`src/common/ibs_map.svh`:
```
// register map, field positions, reset values and mode codes for the two-wire slave engine
// assumes a 32-bit apb slave where each register index sits at byte address index*4
`ifndef IBS_MAP_SVH
`define IBS_MAP_SVH

`define IBS_IDX_GIC      8'h0b
`define IBS_IDX_PIRQ     8'h0c
`define IBS_IDX_BUF      8'h13
`define IBS_IDX_CTRL     8'h14
`define IBS_IDX_DIR      8'h87
`define IBS_IDX_PIEN     8'h8c
`define IBS_IDX_ADDR     8'h93
`define IBS_IDX_STAT     8'h94

`define IBS_RST_DIR      8'hff
`define IBS_RST_ZERO     8'h00

`define IBS_BIT_IRQ      3
`define IBS_BIT_WRITE_COLLISION     7
`define IBS_BIT_OV       6
`define IBS_BIT_EN       5
`define IBS_BIT_CKP      4
`define IBS_BIT_SCLDIR   3
`define IBS_BIT_SDADIR   4

`define IBS_MODE_S7      4'h6
`define IBS_MODE_S10     4'h7
`define IBS_MODE_FWM     4'hb
`define IBS_MODE_S7I     4'he
`define IBS_MODE_S10I    4'hf

`define IBS_TEN_HDR      5'h1e
`define IBS_BITS_BYTE    4'h8

`endif

```
`src/common/ibs_pkg.sv`:
```
// types shared by the two-wire slave engine
// assumes the constants in ibs_map.svh
package ibs_pkg;

  typedef enum logic [5:0] {
    ST_IDLE  = 6'b000001,
    ST_RX    = 6'b000010,
    ST_ACK   = 6'b000100,
    ST_TXW   = 6'b001000,
    ST_TX    = 6'b010000,
    ST_TXACK = 6'b100000
  } ibs_state_t;

  typedef struct packed {
    logic scl;
    logic sda;
  } ibs_lines_t;

endpackage : ibs_pkg

```
`src/rtl/ibs_slave.sv`:
```
// two-wire slave engine with start/stop detection and an apb register file
// assumes scl/sda are open-drain lines pulled up outside; pins are asynchronous
`timescale 1ns/1ps
`include "ibs_map.svh"

module ibs_slave (
  input  wire logic        core_clk_in,    // 100 mhz core clock
  input  wire logic        rst_in,         // async reset, active high
  input  wire logic        psel_in,        // apb select
  input  wire logic        penable_in,     // apb enable
  input  wire logic        pwrite_in,      // apb direction
  input  wire logic [11:0] paddr_in,       // apb byte address
  input  wire logic [31:0] pwdata_in,      // apb write data
  output logic      [31:0] prdata_out,     // apb read data
  output logic             pready_out,     // apb ready
  output logic             pslverr_out,    // apb error on unmapped address
  input  wire logic        scl_in,         // clock line level
  input  wire logic        sda_in,         // data line level
  output logic             scl_out,        // clock drive level, always low
  output logic             scl_oe_out,     // high while pulling clock low
  output logic             sda_out,        // data drive level, always low
  output logic             sda_oe_out      // high while pulling data low
);

  // register index decode, shared by read mux and write strobes
  function automatic logic hit(input logic [11:0] a, input logic [7:0] idx);
    hit = (a[1:0] == 2'h0) && (a[11:2] == {2'h0, idx});
  endfunction : hit

  function automatic logic mapped(input logic [11:0] a);
    mapped = hit(a, `IBS_IDX_GIC) | hit(a, `IBS_IDX_PIRQ) | hit(a, `IBS_IDX_BUF) |
             hit(a, `IBS_IDX_CTRL) | hit(a, `IBS_IDX_DIR) | hit(a, `IBS_IDX_PIEN) |
             hit(a, `IBS_IDX_ADDR) | hit(a, `IBS_IDX_STAT);
  endfunction : mapped

  // software-visible state
  logic [7:0] gic_q;
  logic [7:0] pirq_q;
  logic [7:0] pien_q;
  logic [7:0] dir_q;
  logic [7:0] own_addr_q;
  logic [7:0] buf_q;
  logic [3:0] mode_q;
  logic       en_q;
  logic       ckp_q;
  logic       ov_q;
  logic       write_collision_q;
  logic [1:0] smp_cke_q;
  logic       da_q;
  logic       stop_q;
  logic       start_q;
  logic       rw_q;
  logic       ua_q;
  logic       bf_q;

  // engine state
  ibs_pkg::ibs_state_t state_q;
  logic [7:0] sr_q;
  logic [3:0] cnt_q;
  logic       addr_phase_q;
  logic       ten_low_q;
  logic       ten_ok_q;
  logic       match_q;
  logic       ack_q;
  logic       nack_q;

  // apb
  logic        pready_q;
  logic [31:0] prdata_q;
  logic        pslverr_q;
  logic        acc;
  logic        wr;
  logic        rd;
  logic [7:0]  wd;
  logic [7:0]  rd_val;

  assign acc = psel_in & penable_in & pready_q;
  assign wr  = acc & pwrite_in;
  assign rd  = acc & ~pwrite_in;
  assign wd  = pwdata_in[7:0];

  always_comb begin
    rd_val = 8'h00;
    if (hit(paddr_in, `IBS_IDX_GIC))  rd_val = gic_q;
    if (hit(paddr_in, `IBS_IDX_PIRQ)) rd_val = pirq_q;
    if (hit(paddr_in, `IBS_IDX_BUF))  rd_val = buf_q;
    if (hit(paddr_in, `IBS_IDX_CTRL)) rd_val = {write_collision_q, ov_q, en_q, ckp_q, mode_q};
    if (hit(paddr_in, `IBS_IDX_DIR))  rd_val = dir_q;
    if (hit(paddr_in, `IBS_IDX_PIEN)) rd_val = pien_q;
    if (hit(paddr_in, `IBS_IDX_ADDR)) rd_val = own_addr_q;
    if (hit(paddr_in, `IBS_IDX_STAT)) begin
      rd_val = {smp_cke_q, da_q, stop_q, start_q, rw_q, ua_q, bf_q};
    end
  end

  // one wait-free access phase: data and error are captured in the setup cycle
  always_ff @(posedge core_clk_in or posedge rst_in) begin
    if (rst_in) begin
      pready_q  <= 1'b0;
      prdata_q  <= 32'h0000_0000;
      pslverr_q <= 1'b0;
    end else begin
      pready_q  <= psel_in & ~penable_in & ~pready_q;
      // the error flag stands only beside ready, never past the access cycle
      pslverr_q <= psel_in & ~penable_in & ~pready_q & ~mapped(paddr_in);
      if (psel_in & ~penable_in) prdata_q <= {24'h00_0000, rd_val};
    end
  end

  assign prdata_out  = prdata_q;
  assign pready_out  = pready_q;
  assign pslverr_out = pslverr_q;

  // plain configuration registers
  always_ff @(posedge core_clk_in or posedge rst_in) begin
    if (rst_in) begin
      gic_q     <= `IBS_RST_ZERO;
      pien_q    <= `IBS_RST_ZERO;
      dir_q     <= `IBS_RST_DIR;
      mode_q    <= 4'h0;
      en_q      <= 1'b0;
      smp_cke_q <= 2'h0;
    end else if (wr) begin
      if (hit(paddr_in, `IBS_IDX_GIC))  gic_q <= wd;
      if (hit(paddr_in, `IBS_IDX_PIEN)) pien_q <= wd;
      if (hit(paddr_in, `IBS_IDX_DIR))  dir_q <= wd;
      if (hit(paddr_in, `IBS_IDX_STAT)) smp_cke_q <= wd[7:6];
      if (hit(paddr_in, `IBS_IDX_CTRL)) begin
        mode_q <= wd[3:0];
        en_q   <= wd[`IBS_BIT_EN];
      end
    end
  end

  // pin synchronisers: stage one feeds only stage two; stages two and three give edges
  ibs_pkg::ibs_lines_t ln_m;
  ibs_pkg::ibs_lines_t ln_s;
  ibs_pkg::ibs_lines_t ln_p;

  always_ff @(posedge core_clk_in or posedge rst_in) begin
    if (rst_in) begin
      ln_m <= 2'h3;
      ln_s <= 2'h3;
      ln_p <= 2'h3;
    end else begin
      ln_m <= '{scl: scl_in, sda: sda_in};
      ln_s <= ln_m;
      ln_p <= ln_s;
    end
  end

  logic scl_rise;
  logic scl_fall;
  logic start_ev;
  logic stop_ev;
  assign scl_rise = ln_s.scl & ~ln_p.scl;
  assign scl_fall = ~ln_s.scl & ln_p.scl;
  assign start_ev = ln_s.scl & ln_p.scl & ~ln_s.sda & ln_p.sda;
  assign stop_ev  = ln_s.scl & ln_p.scl & ln_s.sda & ~ln_p.sda;

  // mode decode
  logic slave_on;
  logic ten_mode;
  logic ss_irq;
  assign slave_on = en_q & ((mode_q == `IBS_MODE_S7) | (mode_q == `IBS_MODE_S10) |
                            (mode_q == `IBS_MODE_S7I) | (mode_q == `IBS_MODE_S10I));
  assign ten_mode = (mode_q == `IBS_MODE_S10) | (mode_q == `IBS_MODE_S10I);
  assign ss_irq   = en_q & ((mode_q == `IBS_MODE_FWM) | (mode_q == `IBS_MODE_S7I) |
                            (mode_q == `IBS_MODE_S10I));

  // address comparison at the end of the eighth bit
  logic match;
  logic ten_hdr;
  always_comb begin
    ten_hdr = (sr_q[7:3] == `IBS_TEN_HDR) && (sr_q[2:1] == own_addr_q[2:1]);
    if (!addr_phase_q) begin
      match = 1'b1;
    end else if (!ten_mode) begin
      match = (sr_q[7:1] == own_addr_q[7:1]);
    end else if (ten_low_q) begin
      match = (sr_q == own_addr_q);
    end else begin
      // a read header is only honoured after the full address matched earlier
      match = ten_hdr & (~sr_q[0] | ten_ok_q);
    end
  end

  logic byte_done;
  logic wr_buf;
  logic wr_ctrl;
  logic wr_pirq;
  assign byte_done = scl_fall & (cnt_q == `IBS_BITS_BYTE);
  assign wr_buf    = wr & hit(paddr_in, `IBS_IDX_BUF);
  assign wr_ctrl   = wr & hit(paddr_in, `IBS_IDX_CTRL);
  assign wr_pirq   = wr & hit(paddr_in, `IBS_IDX_PIRQ);

  // engine and the flags it shares with software; hardware sets come last so they win
  always_ff @(posedge core_clk_in or posedge rst_in) begin
    if (rst_in) begin
      state_q      <= ibs_pkg::ST_IDLE;
      sr_q         <= 8'h00;
      cnt_q        <= 4'h0;
      addr_phase_q <= 1'b0;
      ten_low_q    <= 1'b0;
      ten_ok_q     <= 1'b0;
      match_q      <= 1'b0;
      ack_q        <= 1'b0;
      nack_q       <= 1'b0;
      pirq_q       <= `IBS_RST_ZERO;
      own_addr_q   <= `IBS_RST_ZERO;
      buf_q        <= 8'h00;
      ckp_q        <= 1'b0;
      ov_q         <= 1'b0;
      write_collision_q       <= 1'b0;
      da_q         <= 1'b0;
      stop_q       <= 1'b0;
      start_q      <= 1'b0;
      rw_q         <= 1'b0;
      ua_q         <= 1'b0;
      bf_q         <= 1'b0;
    end else begin
      // software side
      if (wr_pirq) pirq_q <= wd;
      if (wr_ctrl) begin
        write_collision_q <= wd[`IBS_BIT_WRITE_COLLISION];
        ov_q   <= wd[`IBS_BIT_OV];
        ckp_q  <= wd[`IBS_BIT_CKP];
      end
      if (wr & hit(paddr_in, `IBS_IDX_ADDR)) begin
        own_addr_q <= wd;
        ua_q       <= 1'b0;
      end
      if (rd & hit(paddr_in, `IBS_IDX_BUF)) bf_q <= 1'b0;
      if (wr_buf) begin
        buf_q <= wd;
        // a write while bits are going out would corrupt the byte
        if (state_q == ibs_pkg::ST_TX) write_collision_q <= 1'b1;
        else sr_q <= wd;
      end

      // bus condition tracking
      if (!en_q) begin
        start_q <= 1'b0;
        stop_q  <= 1'b0;
      end else if (start_ev) begin
        start_q <= 1'b1;
        stop_q  <= 1'b0;
      end else if (stop_ev) begin
        stop_q  <= 1'b1;
        start_q <= 1'b0;
      end
      if (ss_irq & (start_ev | stop_ev)) pirq_q[`IBS_BIT_IRQ] <= 1'b1;

      // slave sequencer
      if (!slave_on) begin
        state_q  <= ibs_pkg::ST_IDLE;
        ten_ok_q <= 1'b0;
        ack_q    <= 1'b0;
      end else if (start_ev) begin
        // a start restarts reception from any state, even while this device is transmitting
        state_q      <= ibs_pkg::ST_RX;
        cnt_q        <= 4'h0;
        addr_phase_q <= 1'b1;
        ten_low_q    <= 1'b0;
        ack_q        <= 1'b0;
      end else if (stop_ev) begin
        state_q  <= ibs_pkg::ST_IDLE;
        ten_ok_q <= 1'b0;
        ack_q    <= 1'b0;
      end else begin
        unique case (state_q)
          ibs_pkg::ST_IDLE: begin
            cnt_q <= 4'h0;
          end
          ibs_pkg::ST_RX: begin
            if (scl_rise) begin
              sr_q  <= {sr_q[6:0], ln_s.sda};
              cnt_q <= cnt_q + 4'h1;
            end else if (byte_done) begin
              match_q <= match;
              ack_q   <= match & ~bf_q & ~ov_q;
              state_q <= match ? ibs_pkg::ST_ACK : ibs_pkg::ST_IDLE;
            end
          end
          ibs_pkg::ST_ACK: begin
            if (scl_fall) begin
              ack_q <= 1'b0;
              cnt_q <= 4'h0;
              pirq_q[`IBS_BIT_IRQ] <= 1'b1;
              if (ack_q) begin
                buf_q <= sr_q;
                bf_q  <= 1'b1;
              end else if (bf_q) begin
                ov_q <= 1'b1;
              end
              if (addr_phase_q) begin
                // the ten-bit low byte carries no direction bit
                if (~(ten_mode & ten_low_q)) rw_q <= sr_q[0];
                da_q <= 1'b0;
              end else begin
                da_q <= 1'b1;
              end
              if (!ack_q) begin
                state_q <= ibs_pkg::ST_IDLE;
              end else if (addr_phase_q & sr_q[0] & ~(ten_mode & ten_low_q)) begin
                ckp_q   <= 1'b0;
                state_q <= ibs_pkg::ST_TXW;
              end else if (addr_phase_q & ten_mode) begin
                ua_q      <= 1'b1;
                ten_low_q <= ~ten_low_q;
                ten_ok_q  <= ten_low_q;
                // the high byte is followed by the low address byte
                addr_phase_q <= ~ten_low_q;
                state_q      <= ibs_pkg::ST_RX;
              end else begin
                addr_phase_q <= 1'b0;
                state_q      <= ibs_pkg::ST_RX;
              end
            end
          end
          ibs_pkg::ST_TXW: begin
            if (ckp_q) begin
              state_q <= ibs_pkg::ST_TX;
              cnt_q   <= 4'h0;
            end
          end
          ibs_pkg::ST_TX: begin
            if (scl_fall) begin
              sr_q  <= {sr_q[6:0], 1'b0};
              cnt_q <= cnt_q + 4'h1;
              if (cnt_q == `IBS_BITS_BYTE - 4'h1) state_q <= ibs_pkg::ST_TXACK;
            end
          end
          ibs_pkg::ST_TXACK: begin
            if (scl_rise) begin
              nack_q <= ln_s.sda;
            end else if (scl_fall) begin
              pirq_q[`IBS_BIT_IRQ] <= 1'b1;
              if (nack_q) begin
                // transfer over: status returns to its idle view
                rw_q    <= 1'b0;
                da_q    <= 1'b0;
                ua_q    <= 1'b0;
                bf_q    <= 1'b0;
                state_q <= ibs_pkg::ST_IDLE;
              end else begin
                ckp_q   <= 1'b0;
                state_q <= ibs_pkg::ST_TXW;
              end
            end
          end
        endcase
      end
    end
  end

  // open-drain pin drive; the high level always comes from the pull-ups
  logic scl_oe_d;
  logic sda_oe_d;
  logic scl_oe_q;
  logic sda_oe_q;
  logic pin_lo_q;

  always_comb begin
    scl_oe_d = ~dir_q[`IBS_BIT_SCLDIR];
    if (ua_q) scl_oe_d = 1'b1;
    if ((state_q == ibs_pkg::ST_TXW) & ~ckp_q) scl_oe_d = 1'b1;
    sda_oe_d = ~dir_q[`IBS_BIT_SDADIR];
    if ((state_q == ibs_pkg::ST_ACK) & ack_q) sda_oe_d = 1'b1;
    if ((state_q == ibs_pkg::ST_TX) & ~sr_q[7]) sda_oe_d = 1'b1;
  end

  always_ff @(posedge core_clk_in or posedge rst_in) begin
    if (rst_in) begin
      scl_oe_q <= 1'b0;
      sda_oe_q <= 1'b0;
      pin_lo_q <= 1'b0;
    end else begin
      scl_oe_q <= scl_oe_d;
      sda_oe_q <= sda_oe_d;
      pin_lo_q <= 1'b0;
    end
  end

  assign scl_oe_out = scl_oe_q;
  assign sda_oe_out = sda_oe_q;
  assign scl_out    = pin_lo_q;
  assign sda_out    = pin_lo_q;

endmodule : ibs_slave

```
`config.mk`:
```
export PLATFORM = sky130hd
export DESIGN_NAME = ibs_slave
export DESIGN_NICKNAME = d
export VERILOG_FILES = /design/src/common/ibs_pkg.sv /design/src/rtl/ibs_slave.sv
export VERILOG_INCLUDE_DIRS = /design/src /design/src/common
export SDC_FILE = /design/constraint.sdc
export NUM_CORES = 1
export LEC_CHECK = 0
export ABC_AREA = 1
export BUFFER_PORTS_ARGS = -buffer_cell sky130_fd_sc_hd__buf_2
export CORE_UTILIZATION = 43
export CTS_CLUSTER_SIZE = 10
export DETAILED_ROUTE_END_ITERATION = 8
export GPL_ROUTABILITY_DRIVEN = 1
export PLACE_DENSITY = 0.65
export SLEW_MARGIN = 20
export SYNTH_ARGS = -nofsm -noshare
export SYNTH_HDL_FRONTEND = slang
export SYNTH_SLANG_ARGS = --single-unit
```
`constraint.sdc`:
```
create_clock -name core_clk_in -period 4.9 [get_ports core_clk_in]
set_input_delay 0.98 -clock core_clk_in [delete_from_list [all_inputs] [get_ports core_clk_in]]
set_output_delay 0.98 -clock core_clk_in [all_outputs]
set_load 0.005 [all_outputs]
```
==> summary.md, run 1 <==
| Metric | Value |
|---|---|
| Met3 Usage GRT | between 4 and 5% |
| Crit path arrival time | 2.83 ns |
| GRT overflow | 0 |
| Comb power frac | 4.7% |
| FF-to-FF Start | ln_p[0] |
| RSZ-0062 raised after global routing | false |
| GRT Total Usage | 23.1% |
| Share of cells above drive strength 1 | 15.1% |
| Sw Ratio | 23.5% |
| DR iter-0 viols | between 300 and 400 |
| Avg WL per Cell | approximately 15 um |
| Post-synth top area cell | dfrtp_1 |
| Boundary Pins | 89 |
| Top post-synthesis cells by count | 236 x nand2_1, 100 x inv_1, 90 x dfrtp_1 |
| Setup TNS | 0 ns |
| Yosys cell types | 45 |
| Synth warn | 0 |
| Final Util | slightly below 50% |
| Final Max Tran Viols | 0 |
| Nets | ~910 |
| Post-synthesis cell area | between 0.006 and 0.007 mm^2 |
| Port buffer count | 38 |
| Power per Cell Area | 252 mW/mm^2 |
| GRT busiest layer | met2 |
| Pre-Repair DR Iteration Count | 5 |
| Vias in the first global route | roughly 5,000 |
| Status | completed |
| Max Cap Viol | 0 |
| Cts repair resizes | 0 |
| Main synth FF type | dfrtp_1 |
| Via count | 5,310 |
| Drt drc | 0 |
| Psw | 0.000400 W |
| Slew HR | 50.1% |
| Asr flop ratio synth | 100% |
| Reg2reg setup slack | about 2.3 ns |
| Postcts setup bufs | 0 |
| Worst Setup End Kind | flop |
| Leakage power | 3.36 nW |
| Worst setup endpoint | buf_q[1] |
| Grt met2 use | approximately 38% |
| Crit. Startpoint | ln_p[0] |
| Post-route setup slack | approximately 2.3 ns |
| Cells on worst reg2reg path | 8 |
| Pwr Total | 0.00170 W |
| DPL Wire Length | 11,500 um |
| Kind of critical path | reg2reg |
| RR Endpoint | buf_q[1] |
| Post-synth EDFFs | 0 |
| Largest net degree at the start of global routing | 78 |
| Routability cong. | 0.928 |
| Seq cells post-synth | 105 |
| CP Launch Type | flop |
| Die width | 122 um |
| CTS clk-pin slew, worst paths | approximately 0.07 ns |
| Initial antenna violation count | 0 |
| CTS Buf Count | 9 |
| Max Fclk | 0.392 GHz |
| Count leader, synth | nand2_1 |
| Ant diodes | 0 |
| CTS tree | yes |
| Die area | 0.0150 mm^2 |
| Post-placement cell count | 1,027 |
| Final Hold Fails | 0 |
| Die Y-Extent | between 100 and 150 um |
| Clock Power Share | 43.8% |
| Final Non-Filler Cells | 1,043 |
| Setup Viol. Count Final | 0 |
| Initial Util | between 40% and 50% |
| Final Skew | 0.00842 ns |
| Internal | around 0.0013 W |
| Gate Count Post-Synth | 826 |
| Min Tclk post-route | between 2 and 3 ns |
| Worst slack, placed | 2.01 ns |
| Hold Path Class | reg2reg |
| Cts hold-fix bufs | 0 |
| CTS sink count | approximately 110 |
| Synth top area cells | dfrtp_1 36%, nand2_1 14%, dfstp_2 6.3% |
| CTS root buf | clkbuf_16 |
| CTS HTree Levels | 3 |
| Latest clock arrival within the worst-skew pair | 0.36 ns |
| Worst-path maximum fanout | 16 |
| Area grow syn2layout | 8.00% |
| Total wire length | approximately 16,000 um |
| First-pass GRT wire length | around 26,000 um |
| Row count | 43 |
| Core ar. | 0.0140 mm^2 |
| Mean Syn Cell Area | roughly 7.6 um^2 |
| M1 GR Usage | 30.3% |
| Actual slew at the worst max-slew pin | roughly 0.75 ns |
| Fin crit share | between 50% and 60% |
| Via/cell ratio | slightly above 5 |
| Post-DRT Antenna Nets | 0 |
| CP required | a little over 5 ns |
| Clock Path Buffers | 2 |
| Flop pwr share | 51.5% |
| Seq/Total Area, Yosys | 42.4% |
| Synth top area share | 36.1% |
| Worst IR Drop VDD | between 200 and 250 uV |
## power groups by stage
| stage | logic, W | registers, W | clock network (W) |
|---|---|---|---|
| 6_report | 0.0000806 | 0.000875 | 0.000744 |
| 5_1_grt | 0.0000931 | 0.000875 | 0.000783 |
| 4_1_cts | 0.0000822 | 0.000875 | 0.000755 |
| 3_5_place_dp | 0.0000820 | 0.000891 | 0 |
| 3_3_place_gp | 0.0000814 | 0.000891 | 0 |
| 2_1_floorplan | 0.0000598 | 0.000891 | 0 |
## sequential cells by signal, indices dropped and copies added (netlist names), 2 cells and up
name	flops
buf_q	8
cnt_q	4
dir_q	8
gic_q	8
ln_m	2
ln_p	2
ln_s	2
mode_q	4
own_addr_q	8
pien_q	8
pirq_q	8
prdata_out	8
smp_cke_q	2
sr_q	8
state_q	6
## routing by layer
metal / wire length [um] / part of all wire (%) / vias up
met3: 705 / 4.4 / 28
met2: 7720 / 48 / 132
met1: 7250 / 45 / 2478
li1: - / - / 2672
met4: 368 / 2.3 / 0
met5: 0 / 0 / -
## cell families after synthesis
| kind of cell | share of synthesized area [%] |
|---|---|
| compound gates | 13.8 |
| xor+xnor | 0.983 |
| fa+ha+maj | 0.401 |
| buf+inv | 12.2 |
| flops | 42.4 |
| other cells | 0.0601 |
| simple gates | 30.2 |
## final cells by class
type,count,area [um^2]
Timing Repair Buffer,42,220
Fill cell,1414,7250
Tap cell,180,225
Multi-Input combinational cell,590,2930
Sequential cell,105,2650
Clock inverter,4,51.3
Inverter,110,420
Clock buffer,12,246
## worst min path at each step
stage | from | end | slack, ns | cells after the start
finish | ln_m[1] | ln_s[1] | 0.36 | 0
global route | ln_m[0] | ln_s[0] | 0.36 | 0
CTS | ln_m[0] | ln_s[0] | 0.36 | 0
detailed placement | ln_m[0] | ln_s[0] | 0.35 | 0
global placement | ln_m[1] | ln_s[1] | 0.35 | 0
floorplan | ln_m[0] | ln_s[0] | 0.35 | 0
## layout by cell type (no fill, tap or decap), types with 2 or more instances in the layout
master / n
nand2_1: 236
inv_1: 99
dfrtp_1: 90
nand3_1: 74
o21ai_0: 63
nor2_1: 42
buf_2: 38
o21ai_1: 32
conb_1: 26
dfstp_2: 15
o21ai_2: 10
o211ai_1: 10
nand2_2: 9
clkbuf_16: 9
a21oi_1: 8
a21boi_0: 8
inv_2: 7
nor2_2: 7
nand3_2: 6
xor2_1: 6
nor3_1: 6
nand4_1: 5
nand2_4: 5
o22ai_1: 5
nand3b_1: 5
buf_4: 4
clkinv_2: 3
a31oi_1: 3
o221ai_1: 3
nor3_2: 2
nor2_4: 2
or2_2: 2
nor3_4: 2
nor2_8: 2
o31ai_1: 2
inv_6: 2
ha_1: 2
clkbuf_1: 2
## worst max-delay path: stages (launching register included)
cell	delay (ns)
dfstp_2	0.55
inv_1	0.06
nand3_1	0.20
nand2_1	0.14
nor2_2	0.59
nand2_1	0.53
o21ai_0	0.20
a21oi_1	0.06
a31oi_1	0.13
## metrics by stage
stage | hold slack [ns] | instance area, um^2
floorplan | 0.345 | 6330
global placement | 0.347 | 6440
detailed placement | 0.349 | 6440
CTS | 0.359 | 6730
global route | 0.360 | 6740
finish | 0.358 | 6740
Power figures use the tool's default switching activity.
==> inputs of run 2 (changes only) <==
- ABC_AREA: 1 -> 0
- clock period: 4.9 -> 2.5 ns (I/O delays scaled with it)
==> summary.md, run 2 <==
| Metric | Value |
|---|---|
| CP required | 2.79 ns (-2.39 ns) |
| Clock Path Buffers | 2 (unchanged) |
| Post-synthesis cell area | 0.00583 mm^2 (-6.5%) |
| Die width | 118 um (-3.3%) |
| Postcts setup bufs | 0 (unchanged) |
| Seq cells post-synth | 105 (unchanged) |
| Crit path arrival time | 2.61 ns (-0.22 ns) |
| Nets | 704 (-23%) |
| Post-route setup slack | 0.186 ns (-2.16 ns) |
| Setup Viol. Count Final | 0 (unchanged) |
| Leakage power | 2.96 nW (-12%) |
| Hold Startpoint | sda_in |
| Top post-synthesis cells by count | 90 x dfrtp_1, 50 x a21oi_1, 46 x mux2_2, 46 x nand2_1, 38 x o21ai_0 |
| RSZ-0062 raised after global routing | false |
| Largest net degree at the start of global routing | 106 (+36%) |
| Simple-Gate Fraction of Synth Area | 15.6% (-15 points) |
| CP delay by family, top | simple AND/OR/NAND/NOR gates |
| Commonest cells after routing, fill and taps aside | 90 x dfrtp_1, 50 x a21oi_1, 46 x nand2_1, 46 x mux2_2 |
| # fillers | 1,245 (-12%) |
| DR iter-0 viols | 426 (+12%) |
| CTS sink count | 105 (unchanged) |
| RR Endpoint | addr_phase_q |
| CTS root buf | clkbuf_16 |
| Post-Synth Adder-Cell Area | 0.429% (+0.028 points) |
| Gate Count Post-Synth | 590 (-29%) |
| Post-synth top area cell | dfrtp_1 |
| Via/cell ratio | 5.94 (+17%) |
| Worst path max stage delay | 0.56 ns (-0.03 ns) |
| Reg2reg setup slack | 0.19 ns (-2.16 ns) |
| Hold Path Class | in2reg |
| Worst Setup End Kind | flop |
| Status | finished with violations |
| Critical path, cell by cell | nor2_1 -> and4_1 -> a2111oi_0 -> o22ai_1 -> nor3_1 -> o22a_1 |
| Mean Syn Cell Area | 9.88 um^2 (+31%) |
| CTS HTree Levels | 3 (unchanged) |
| Port buffer count | 38 (unchanged) |
| Largest family of logic cells by synthesized area | compound AO/OA/AOI/OAI gates |
| Cts repair resizes | 0 (unchanged) |
| Max Cap Viol | 0 (unchanged) |
| Row count | 42 (-2.3%) |
| Yosys cell types | 71 (+58%) |
| Main synth FF type | dfrtp_1 |
| Final Skew | 0.00478 ns (-0.00364 ns) |
| Post-synth EDFFs | 0 (unchanged) |
| Boundary Pins | 89 (unchanged) |
| Cells on worst reg2reg path | 6 (-2) |
| CTS clk-pin slew, worst paths | 0.07 ns (about the same) |
| Multiplexer area fraction after synthesis | 12.1% (+12 points) |
| DPL Wire Length | 12,200 um (+5.6%) |
| Power per Cell Area | 507 mW/mm^2 (+100%) |
| Worst slack, placed | 0.0541 ns (-1.95 ns) |
| Actual slew at the worst max-slew pin | 0.702 ns (-0.0461 ns) |
| Max Fclk | 0.432 GHz (+10%) |
| Share of cells above drive strength 1 | 25.0% (+9.9 points) |
| Count leader, synth | dfrtp_1 |
| WP buf/inv | 0 (-1) |
| Worst IR Drop VDD | 303 uV (+31%) |
| Routability cong. | 0.946 (+2.0%) |
| Slew HR | 52.8% (+2.7 points) |
| Final Max Tran Viols | 0 (unchanged) |
| Commonest non-fill, non-tap cell in the layout | dfrtp_1 |
| Cts hold-fix bufs | 0 (unchanged) |
| Min Tclk post-route | 2.31 ns (-0.239 ns) |
| Ant diodes | 0 (unchanged) |
| Total wire length | 16,500 um (+3.0%) |
| Final Hold Fails | 0 (unchanged) |
| GRT overflow | 0 (unchanged) |
| Synth top area share | 38.6% (+2.5 points) |
| Avg WL per Cell | 19.9 um (+29%) |
| Drt drc | 2 (+2) |
| GRT Total Usage | 24.6% (+1.5 points) |
| Via count | 4,946 (-6.9%) |
| CP Launch Type | flop |
| CTS Buf Count | 9 (unchanged) |
| Worst Hold Path EP | ln_m[0] |
| First-pass GRT wire length | 26,400 um (+1.7%) |
| Pre-Repair DR Iteration Count | 7 (+2) |
| Kind of critical path | reg2reg |
| Synth Area in XOR/XNOR | 1.95% (+0.97 points) |
| Initial Util | 44.0% (-0.55 points) |
| Area grow syn2layout | 14.0% |
| Asr flop ratio synth | 100% (unchanged) |
| Die Y-Extent | 118 um (-3.3%) |
| Seq/Total Area, Yosys | 45.4% (+2.9 points) |
| Die area | 0.0140 mm^2 (-6.4%) |
| Synth warn | 0 (unchanged) |
| Pwr Total | 0.00337 W (+98%) |
| Setup TNS | 0 ns (unchanged) |
| Failing checks | DRC |
| Synth top area cells | dfrtp_1 39%, mux2_2 8.9%, dfstp_2 6.8% |
| Post-DRT Antenna Nets | 0 (unchanged) |
| Core ar. | 0.0132 mm^2 (-5.3%) |
| CP max stage cell | dfrtp_1 |
| Min-Delay Path Depth | 1 (+1) |
| Initial antenna violation count | 0 (unchanged) |
| FF-to-FF Start | state_q[4] |
| Compound-Gate Fraction of Synth Area | 18.6% (+4.7 points) |
| Fin crit share | 92.6% (+40 points) |
| Worst-path maximum fanout | 10 (-6) |
| CTS tree | yes |
| Vias in the first global route | 4,758 (-4.7%) |
| Latest clock arrival within the worst-skew pair | 0.35 ns (about the same) |
## run 2: cell families after synthesis
group / after synthesis
AOI/OAI and AO/OA: 170
xor gates and xnor gates: 13
adders and majority gates: 2
buffers and inverters: 63
DFF: 105
muxes: 65
other: 1
and+or+nand+nor: 171
## run 2: metal layers
metal	track usage, %	up-vias	routed length [um]	share of wire [%]
met3	4.68	42	1130	6.8
met2	36.0	217	7270	44
li1	-	2265	-	-
met1	35.2	2422	7570	46
met5	0	-	0	0
met4	11.3	0	555	3.4
## run 2: area by class of cell
| type | instances | area, um^2 | share of cell area [%] |
|---|---|---|---|
| Clock buffer | 10 | 239 | 3.60 |
| Clock inverter | 6 | 67.6 | 1.02 |
| Timing Repair Buffer | 75 | 480 | 7.23 |
| Tap cell | 176 | 220 | 3.31 |
| Inverter | 13 | 52.6 | 0.791 |
| Sequential cell | 105 | 2650 | 39.8 |
| Multi-Input combinational cell | 447 | 2940 | 44.2 |
## run 2: how the worst max path moves through the flow
stage          cells past startpoint        start       endpoint
2_1_floorplan                      5  paddr_in[0]       dir_q[0]
3_3_place_gp                       8  paddr_in[0]  prdata_out[7]
3_5_place_dp                       6  paddr_in[4]       gic_q[4]
4_1_cts                            6   state_q[4]   addr_phase_q
5_1_grt                            6   state_q[4]   addr_phase_q
6_report                           6   state_q[4]   addr_phase_q
## run 2: per-stage QoR
step	hold slack, ns	cell area, um^2	cells	util [%]
2_1_floorplan	0.345	5930	615	-
3_3_place_gp	0.346	6340	816	47.9
5_1_grt	0.231	6650	832	50.2
6_report	0.244	6650	832	50.2
3_5_place_dp	0.350	6340	816	47.9
4_1_cts	0.232	6650	832	50.2
## run 2: power breakdown
part | total [W] | switching (W) | internal [W]
registers | 0.00173 | 0.0000126 | 0.00172
clock network | 0.00144 | 0.000639 | 0.000805
logic | 0.000200 | 0.000138 | 0.0000612
total | 0.00337 | 0.000790 | 0.00258
